File: src/pkg/sbrl_defines.vh
// constants of the serial boot RAM loader
`ifndef SBRL_DEFINES_VH
`define SBRL_DEFINES_VH

// ==========================================================
// mode bytes and command codes
`define SBRL_MODE_ASYNC  8'h86
`define SBRL_MODE_CLKD   8'h30
`define SBRL_CMD_RAM     8'h10

// ==========================================================
// acknowledge layout: upper nibble, rx error bit, fail bit
`define SBRL_ACK_ERR_BIT 3
`define SBRL_ACK_FAIL_BIT 0
`define SBRL_ACK_RXERR   4'h8
`define SBRL_ACK_FAIL    4'h1
`define SBRL_ACK_OK      4'h0

// ==========================================================
// password, header and RAM window
`define SBRL_PW_BASE     32'h0000_03f4
`define SBRL_PW_LEN      16'h000c
`define SBRL_HDR_LEN     16'h0006
`define SBRL_BYTE_FF     8'hff
`define SBRL_RAM_LO      32'hfffd_6000
`define SBRL_RAM_HI      32'hfffd_efff

// ==========================================================
// reset values
`define SBRL_BAUD_RST    8'h00
`define SBRL_CMDHI_RST   4'h0
`define SBRL_BYTE_RST    8'h00
`define SBRL_WORD_RST    32'h0000_0000
`define SBRL_CNT_RST     16'h0000

`endif

File: src/core/sbrl_loader.v
// serial boot RAM loader: mode handshake, command, password, header, data, jump
`timescale 1ns/1ps
`include "sbrl_defines.vh"

// ==========================================================
module sbrl_loader (
	input  wire        CLK_SYS,       // system clock, 10 MHz
	input  wire        RESET_N,       // synchronous reset, active low
	input  wire        RX_VALID,      // one-cycle strobe: byte received
	input  wire [7:0]  RX_DATA,       // received byte
	input  wire        RX_ERROR,      // receive error seen on this byte
	input  wire        RATE_OK,       // mode byte rate is reproducible
	input  wire [7:0]  RATE_DIV,      // divider measured from mode byte
	input  wire        TX_READY,      // channel accepts the transmit byte
	input  wire [95:0] FLASH_PW,      // stored password, byte 0 in low bits
	output reg         TX_VALID,      // transmit byte waiting
	output reg  [7:0]  TX_DATA,       // serial_data_buffer contents
	output reg         RX_ENABLE,     // receive_enable_bit
	output reg         CLOCKED_MODE,  // external_shift_clock, rising edge
	output reg         BAUD_LOAD,     // baud_divider_control programmed
	output reg  [7:0]  BAUD_DIV,      // baud divider value
	output reg         RAM_WE,        // one-cycle RAM byte write
	output reg  [31:0] RAM_ADDR,      // RAM byte address
	output reg  [7:0]  RAM_WDATA,     // RAM byte data
	output reg         JUMP,          // one-cycle branch request
	output reg  [31:0] JUMP_ADDR,     // branch target
	output reg         ISA32,         // run target in 32-bit mode
	output reg         HALTED         // session aborted silently
);

	// ======================================================
	// states
	localparam [10:0] S_MODE = 11'h001;
	localparam [10:0] S_ECHO = 11'h002;
	localparam [10:0] S_CMD  = 11'h004;
	localparam [10:0] S_PW   = 11'h008;
	localparam [10:0] S_HDR  = 11'h010;
	localparam [10:0] S_DATA = 11'h020;
	localparam [10:0] S_DCK  = 11'h040;
	localparam [10:0] S_SEND = 11'h080;
	localparam [10:0] S_JUMP = 11'h100;
	localparam [10:0] S_RUN  = 11'h200;
	localparam [10:0] S_HALT = 11'h400;

	reg  [10:0] state;
	reg  [10:0] ret_state;
	reg  [3:0]  cmd_hi;
	reg  [7:0]  echo_byte;
	reg  [7:0]  sum;
	reg         err_acc;
	reg         pw_bad;
	reg  [15:0] cnt;
	reg  [31:0] load_addr;
	reg  [15:0] byte_cnt;

	wire        byte_err;
	wire        any_err;
	wire [7:0]  next_sum;
	wire [7:0]  pw_byte;
	wire [11:0] pw_same;
	wire        pw_weak;
	wire        addr_ok;
	wire [7:0]  ack_rx;
	wire [7:0]  ack_fail;
	wire [7:0]  ack_ok;
	wire [31:0] cnt_wide;

	// errors only count in async mode; clocked mode has no error ack
	assign byte_err = RX_ERROR & ~CLOCKED_MODE;
	assign any_err  = err_acc | byte_err;
	assign next_sum = sum + RX_DATA;
	assign pw_byte  = FLASH_PW[{cnt[3:0], 3'b000} +: 8];
	assign addr_ok  = (load_addr >= `SBRL_RAM_LO) && (load_addr <= `SBRL_RAM_HI);
	assign cnt_wide = {16'h0000, cnt};

	// ack codes: nibble of last accepted command, bit3 rx error, bit0 fail
	assign ack_rx   = {cmd_hi, `SBRL_ACK_RXERR};
	assign ack_fail = {cmd_hi, `SBRL_ACK_FAIL};
	assign ack_ok   = {cmd_hi, `SBRL_ACK_OK};

	// ======================================================
	// uniform stored password check, one compare per byte
	genvar gi;
	generate
		for (gi = 0; gi < 12; gi = gi + 1) begin : g_same
			assign pw_same[gi] = FLASH_PW[gi*8 +: 8] == FLASH_PW[7:0];
		end
	endgenerate
	assign pw_weak = (&pw_same) && (FLASH_PW[7:0] != `SBRL_BYTE_FF);

	// ======================================================
	// protocol sequencer
	always @(posedge CLK_SYS) begin
		if (!RESET_N) begin
			state        <= S_MODE;
			ret_state    <= S_MODE;
			cmd_hi       <= `SBRL_CMDHI_RST;
			echo_byte    <= `SBRL_BYTE_RST;
			sum          <= `SBRL_BYTE_RST;
			err_acc      <= 1'b0;
			pw_bad       <= 1'b0;
			cnt          <= `SBRL_CNT_RST;
			load_addr    <= `SBRL_WORD_RST;
			byte_cnt     <= `SBRL_CNT_RST;
			TX_VALID     <= 1'b0;
			TX_DATA      <= `SBRL_BYTE_RST;
			RX_ENABLE    <= 1'b0;
			CLOCKED_MODE <= 1'b0;
			BAUD_LOAD    <= 1'b0;
			BAUD_DIV     <= `SBRL_BAUD_RST;
			RAM_WE       <= 1'b0;
			RAM_ADDR     <= `SBRL_WORD_RST;
			RAM_WDATA    <= `SBRL_BYTE_RST;
			JUMP         <= 1'b0;
			JUMP_ADDR    <= `SBRL_WORD_RST;
			ISA32        <= 1'b0;
			HALTED       <= 1'b0;
		end else begin
			// strobes last one cycle
			BAUD_LOAD <= 1'b0;
			RAM_WE    <= 1'b0;
			JUMP      <= 1'b0;
			case (state)
				// receiver stays off during the mode byte
				S_MODE: begin
					if (RX_VALID) begin
						echo_byte <= RX_DATA;
						if (RX_DATA == `SBRL_MODE_ASYNC && RATE_OK) begin
							BAUD_DIV  <= RATE_DIV;
							BAUD_LOAD <= 1'b1;
							RX_ENABLE <= 1'b1;
							state     <= S_ECHO;
						end else if (RX_DATA == `SBRL_MODE_CLKD) begin
							CLOCKED_MODE <= 1'b1;
							RX_ENABLE    <= 1'b1;
							state        <= S_ECHO;
						end else begin
							HALTED <= 1'b1;
							state  <= S_HALT;
						end
					end
				end
				// echo is loaded one cycle after the receiver is on
				S_ECHO: begin
					TX_DATA   <= echo_byte;
					TX_VALID  <= 1'b1;
					ret_state <= S_CMD;
					state     <= S_SEND;
				end
				// command byte
				// cmd_hi moves only on an accepted command, so error acks carry the last good one
				S_CMD: begin
					if (RX_VALID) begin
						TX_VALID <= 1'b1;
						state    <= S_SEND;
						sum      <= `SBRL_BYTE_RST;
						err_acc  <= 1'b0;
						pw_bad   <= 1'b0;
						cnt      <= `SBRL_CNT_RST;
						if (byte_err) begin
							TX_DATA   <= ack_rx;
							ret_state <= S_CMD;
						end else if (RX_DATA == `SBRL_CMD_RAM) begin
							cmd_hi    <= RX_DATA[7:4];
							TX_DATA   <= RX_DATA;
							ret_state <= S_PW;
						end else begin
							TX_DATA   <= ack_fail;
							ret_state <= S_CMD;
						end
					end
				end
				// twelve password bytes then their checksum
				S_PW: begin
					if (RX_VALID) begin
						sum     <= next_sum;
						err_acc <= any_err;
						cnt     <= cnt + 16'h0001;
						if (cnt != `SBRL_PW_LEN) begin
							if (RX_DATA != pw_byte)
								pw_bad <= 1'b1;
						end else begin
							TX_VALID  <= 1'b1;
							state     <= S_SEND;
							ret_state <= S_CMD;
							if (any_err)
								TX_DATA <= ack_rx;
							else if (next_sum != `SBRL_BYTE_RST || pw_bad || pw_weak)
								TX_DATA <= ack_fail;
							else begin
								TX_DATA   <= ack_ok;
								ret_state <= S_HDR;
							end
						end
					end
				end
				// address, count, checksum
				// an address outside the RAM window fails like a bad checksum
				S_HDR: begin
					if (RX_VALID) begin
						sum     <= next_sum;
						err_acc <= any_err;
						cnt     <= cnt + 16'h0001;
						if (cnt < 16'h0004)
							load_addr <= {load_addr[23:0], RX_DATA};
						else if (cnt < `SBRL_HDR_LEN)
							byte_cnt <= {byte_cnt[7:0], RX_DATA};
						else begin
							TX_VALID  <= 1'b1;
							state     <= S_SEND;
							ret_state <= S_CMD;
							if (any_err)
								TX_DATA <= ack_rx;
							else if (next_sum != `SBRL_BYTE_RST || !addr_ok)
								TX_DATA <= ack_fail;
							else begin
								TX_DATA   <= ack_ok;
								ret_state <= (byte_cnt == `SBRL_CNT_RST) ? S_DCK : S_DATA;
							end
						end
					end
				end
				// payload bytes into RAM, one write per byte
				S_DATA: begin
					if (RX_VALID) begin
						sum       <= next_sum;
						err_acc   <= any_err;
						RAM_WE    <= 1'b1;
						RAM_ADDR  <= load_addr + cnt_wide;
						RAM_WDATA <= RX_DATA;
						cnt       <= cnt + 16'h0001;
						if (cnt == byte_cnt - 16'h0001)
							state <= S_DCK;
					end
				end
				// data checksum
				S_DCK: begin
					if (RX_VALID) begin
						TX_VALID  <= 1'b1;
						state     <= S_SEND;
						ret_state <= S_CMD;
						if (any_err)
							TX_DATA <= ack_rx;
						else if (next_sum != `SBRL_BYTE_RST)
							TX_DATA <= ack_fail;
						else begin
							TX_DATA   <= ack_ok;
							ret_state <= S_JUMP;
						end
					end
				end
				// hold the byte until the channel takes it
				// bytes arriving meanwhile are dropped, so the host must wait for each ack
				// no timeout here: a host that never clocks the byte out stalls the loader
				S_SEND: begin
					if (TX_READY) begin
						TX_VALID <= 1'b0;
						state    <= ret_state;
						sum      <= `SBRL_BYTE_RST;
						err_acc  <= 1'b0;
						cnt      <= `SBRL_CNT_RST;
					end
				end
				// branch only after the good ack left
				S_JUMP: begin
					JUMP      <= 1'b1;
					JUMP_ADDR <= load_addr;
					ISA32     <= 1'b1;
					state     <= S_RUN;
				end
				S_RUN: state <= S_RUN;
				S_HALT: state <= S_HALT;
				default: state <= S_MODE;
			endcase
		end
	end

endmodule // sbrl_loader

File: config.mk
export PLATFORM = sky130hd
export DESIGN_NAME = sbrl_loader
export DESIGN_NICKNAME = d
export VERILOG_FILES = /design/src/core/sbrl_loader.v
export VERILOG_INCLUDE_DIRS = /design/src /design/src/pkg
export SDC_FILE = /design/constraint.sdc
export NUM_CORES = 1
export LEC_CHECK = 0
export BUFFER_PORTS_ARGS = -buffer_cell sky130_fd_sc_hd__buf_4
export CORE_MARGIN = 1.5
export CORE_UTILIZATION = 55
export CTS_BUF_LIST = sky130_fd_sc_hd__clkbuf_8
export CTS_CLUSTER_DIAMETER = 80
export DETAILED_ROUTE_END_ITERATION = 6
export PLACE_DENSITY_LB_ADDON = 0.05
export SYNTH_ARGS = -nofsm -noshare
export SYNTH_HDL_FRONTEND = slang
export SYNTH_SLANG_ARGS = --single-unit
File: constraint.sdc
create_clock -name CLK_SYS -period 3.8 [get_ports CLK_SYS]
set_input_delay 0.38 -clock CLK_SYS [delete_from_list [all_inputs] [get_ports CLK_SYS]]
set_output_delay 0.38 -clock CLK_SYS [all_outputs]
set_load 0.005 [all_outputs]
==> run_summary.xml <==
<?xml version="1.0" encoding="UTF-8"?>
<metrics>
  <group name="run_status">
    <metric name="outcome" unit="">finished clean</metric>
  </group>
  <group name="detailed_routing">
    <metric name="postRouteAntennaNets" unit="">0</metric>
    <metric name="detailroute.via_count" unit="">11100</metric>
    <metric name="sum_of_routed_wire_length_over_all_layers" unit="mm">33.6</metric>
    <metric name="drt-pass1-iter-count" unit="">7</metric>
    <metric name="first_iter_violations" unit="">924</metric>
    <metric name="detail_route.drc_violations" unit="">0</metric>
    <metric name="wl_per_instance" unit="um">18.2</metric>
    <metric name="vias_per_cell" unit="">6.02</metric>
  </group>
  <group name="logic_synthesis">
    <metric name="ffs_latches_synth" unit="">200</metric>
    <metric name="sequential_area_share_after_synthesis" unit="%">35.7</metric>
    <metric name="synth_async_sr_flop_share" unit="%">0</metric>
    <metric name="leading_cell_types_by_total_area_after_synthesis" unit="">sky130_fd_sc_hd__dfxtp_1 36%, sky130_fd_sc_hd__nand2_1 8.9%, sky130_fd_sc_hd__a21oi_1 7.0%, sky130_fd_sc_hd__mux4_2 4.8%, sky130_fd_sc_hd__xor2_1 3.8%</metric>
    <metric name="synth_common_cells" unit="">267 x sky130_fd_sc_hd__nand2_1, 200 x sky130_fd_sc_hd__dfxtp_1, 157 x sky130_fd_sc_hd__a21oi_1</metric>
    <metric name="yosysWarnings" unit="">0</metric>
    <metric name="synth.net_count" unit="">1561</metric>
    <metric name="synthMuxAreaShare" unit="%">7.67</metric>
    <metric name="synth-adder-area-share" unit="%">3.37</metric>
    <metric name="synth_compound_gate_area_share" unit="%">16.4</metric>
    <metric name="synthDominantCellAreaShare" unit="%">35.7</metric>
    <metric name="post-synth-top-count-cell" unit="">sky130_fd_sc_hd__nand2_1</metric>
    <metric name="synth_cell_type_count" unit="">75</metric>
    <metric name="syn_area_per_cell" unit="um^2">7.94</metric>
    <metric name="post_synth_and_or_nand_nor_area_fraction" unit="%">26.6</metric>
    <metric name="synth-edff-count" unit="">0</metric>
    <metric name="synth.cell_area" unit="um^2">11200</metric>
    <metric name="yosysTopAreaCell" unit="">sky130_fd_sc_hd__dfxtp_1</metric>
    <metric name="instance_count_of_the_mapped_netlist" unit="">1414</metric>
    <metric name="synth_ff_type" unit="">sky130_fd_sc_hd__dfxtp_1</metric>
    <metric name="synth_top_family_by_area" unit="">simple AND/OR/NAND/NOR gates</metric>
    <metric name="xor_and_xnor_area_share_after_synthesis" unit="%">6.06</metric>
  </group>
  <group name="final_layout">
    <metric name="diodes" unit="">0</metric>
    <metric name="final_layout_size_suffix_gt1_share" unit="%">19.6</metric>
    <metric name="flow.area_growth_from_synthesis" unit="%">19.0</metric>
    <metric name="final_instance_area" unit="um^2">13400</metric>
    <metric name="final_nets" unit="">1711</metric>
  </group>
  <group name="placement">
    <metric name="gp_congestion" unit="">0.965</metric>
    <metric name="port_buffers" unit="">213</metric>
    <metric name="placedInstanceArea" unit="um^2">12900</metric>
    <metric name="post-dp-hpwl" unit="mm">24.8</metric>
  </group>
  <group name="power">
    <metric name="powerDensity" unit="nW/um^2">314</metric>
    <metric name="leakagePower" unit="nW">5.21</metric>
    <metric name="ir_drop" unit="mV">0.195</metric>
  </group>
  <group name="clock_tree">
    <metric name="cts.root.buffer_cell" unit="">sky130_fd_sc_hd__clkbuf_8</metric>
    <metric name="clk_latency" unit="ns">0.49</metric>
    <metric name="postCtsHoldBufs" unit="">0</metric>
    <metric name="cts.path.max_buffers" unit="">2</metric>
    <metric name="cts_htree_levels" unit="">4</metric>
    <metric name="clock_sink_count" unit="">200</metric>
    <metric name="cts_buffers" unit="">17</metric>
    <metric name="postCtsResizedCells" unit="">0</metric>
    <metric name="count_of_buffers_added_by_post_cts_timing_repair_for_setup" unit="">0</metric>
    <metric name="cts_tree" unit="">done</metric>
    <metric name="clkTransAtPathRegs" unit="ns">0.12</metric>
  </group>
  <group name="grt">
    <metric name="grt_pass1_vias" unit="">10300</metric>
    <metric name="remaining_global_route_overflow" unit="">0</metric>
    <metric name="grt_antenna_before_repair" unit="">0</metric>
    <metric name="grt_first_pass_wirelength" unit="mm">54.1</metric>
    <metric name="global_route.usage.total" unit="%">31.3</metric>
    <metric name="grt_max_degree" unit="">99</metric>
  </group>
  <group name="setup_path">
    <metric name="worstSetupEndpointType" unit="">register</metric>
    <metric name="criticalPathCategory" unit="">reg2reg</metric>
    <metric name="cp.required" unit="ns">4.20</metric>
    <metric name="timing.critical_path.slowest_stage_cell" unit="">sky130_fd_sc_hd__o211ai_1</metric>
    <metric name="worst_r2r_path_depth" unit="">8</metric>
    <metric name="arrival" unit="ns">3.68</metric>
    <metric name="crit_path_cell_trace" unit="">nor3_2, a21o_1, o211ai_1, o221a_2, nand2_1, nor4b_1, nand2b_1, a21oi_1</metric>
    <metric name="path_depth" unit="">8</metric>
    <metric name="cp_top_family" unit="">compound AO/OA/AOI/OAI gates</metric>
    <metric name="worst_setup_start_kind" unit="">register</metric>
    <metric name="timing.critical_path.slowest_cell_delay" unit="ns">0.75</metric>
    <metric name="timing.critical_path.buf_inv" unit="">0</metric>
    <metric name="cp_max_fo" unit="">18</metric>
  </group>
  <group name="floorplan">
    <metric name="die-area" unit="um^2">21300</metric>
    <metric name="core_area" unit="um^2">20100</metric>
    <metric name="io_pins" unit="">214</metric>
    <metric name="start_util" unit="%">55.8</metric>
    <metric name="core.rowCount" unit="">52</metric>
    <metric name="dieHeight" unit="um">146</metric>
    <metric name="die_width" unit="um">146</metric>
  </group>
  <group name="sta">
    <metric name="tightest_slew" unit="ns">1.05</metric>
    <metric name="clock-skew-final" unit="ns">0.0276</metric>
    <metric name="fin_tns_setup" unit="ns">0</metric>
    <metric name="final_count_of_pins_violating_max_slew" unit="">0</metric>
    <metric name="final-hold-violation-count" unit="">0</metric>
    <metric name="final-setup-viol-count" unit="">0</metric>
    <metric name="relSlewSlack" unit="%">29.9</metric>
    <metric name="min_cycle_time_layout" unit="ns">3.29</metric>
    <metric name="setup_repair_after_global_routing_missed_its_margin" unit="">false</metric>
    <metric name="max_clock_freq" unit="MHz">304</metric>
    <metric name="timing.final.crit_share" unit="%">86.5</metric>
  </group>
  <group name="job">
    <metric name="max-cap-violations" unit="">0</metric>
  </group>
  <group name="hold_path">
    <metric name="worst_hold_path.num_cells" unit="">3</metric>
    <metric name="hold_path.class" unit="">in2reg</metric>
  </group>
</metrics>
-- layout by cell type (no fill, tap or decap), drive strengths merged, types with 17 or more instances in the layout --
cell,count
or4,22
xnor2,26
buf,231
mux2i,32
and3,19
mux4,24
inv,31
ha,27
xor2,49
o21ai,56
nor2,100
nor3,36
clkbuf,17
dfxtp,200
nand3,50
nand2,267
a21oi,157
nand4,25
-- path summary, 6_finish.rpt --
path              slack, ns       endpoint          start
hold reg to reg        0.46  JUMP_ADDR[13]  JUMP_ADDR[13]
hold / removal         0.12    BAUD_DIV[3]    RATE_DIV[3]
setup / recovery       0.51   ret_state[6]       state[4]
setup reg to reg       0.51   ret_state[6]       state[4]
-- through the flow --
step                hold WS (ns)  utilization (%)  total power (W)  setup slack [ns]  cells
global route               0.106             66.4          0.00435             0.348   1847
CTS                        0.109             66.4          0.00421             0.590   1847
detailed placement         0.446             64.3          0.00282             0.623   1815
finish                     0.118             66.4          0.00419             0.515   1847
global placement           0.440             64.3          0.00281             0.725   1815
floorplan                  0.423                -          0.00256             0.441   1414
-- kinds of logic (layout without fill, tap and decap cells) --
group,Yosys count,in the layout
DFF,200,200
and+or+nand+nor,618,618
xor gates and xnor gates,76,76
AOI/OAI and AO/OA,310,310
adders and majority gates,29,29
buffers and inverters,125,288
muxes,56,56
-- worst register-to-register path: stages, from the launching register on --
cell	delay, ns
sky130_fd_sc_hd__dfxtp_1	0.54
sky130_fd_sc_hd__nor3_2	0.14
sky130_fd_sc_hd__a21o_1	0.20
sky130_fd_sc_hd__o211ai_1	0.75
sky130_fd_sc_hd__o221a_2	0.41
sky130_fd_sc_hd__nand2_1	0.36
sky130_fd_sc_hd__nor4b_1	0.56
sky130_fd_sc_hd__nand2b_1	0.10
sky130_fd_sc_hd__a21oi_1	0.14
-- where the power goes --
part / internal [W] / switching, W / total, W / leakage [nW]
logic: 0.000268 / 0.000330 / 0.000597 / 3.38
clock network: 0.000515 / 0.000898 / 0.00141 / 0.213
registers: 0.00214 / 0.0000441 / 0.00218 / 1.61
total: 0.00292 / 0.00127 / 0.00419 / 5.21
-- area by class of cell --
cell class	count	area [um^2]
clock buffers	17	234
clock inverters	15	195
fillers	1804	6750
inverters	25	96.3
multi-input cells	1089	6760
flip-flops and latches	200	4010
well taps	270	338
repair buffers	231	1730
-- state kept, by name, indices dropped and copies added, names as in the netlist, 4 cells and up --
| register | count |
|---|---|
| RAM_ADDR | 32 |
| sum | 8 |
| state | 11 |
| BAUD_DIV | 8 |
| ret_state | 7 |
| byte_cnt | 16 |
| JUMP_ADDR | 32 |
| load_addr | 32 |
| TX_DATA | 8 |
| cnt | 16 |
| RAM_WDATA | 8 |
| cmd_hi | 4 |
| echo_byte | 8 |
-- routing by layer --
metal  vias to the layer above  share of wire [%]  routed length [um]  track usage [%]
li1                       5330                  -                   -                -
met1                      5299                 44               14800             42.4
met2                       439                 46               15600             51.0
met3                        57                6.8                2280             4.92
met4                         0                2.6                 883             10.6
met5                         -                  0                   0                0
Power figures use the tool's default switching activity.
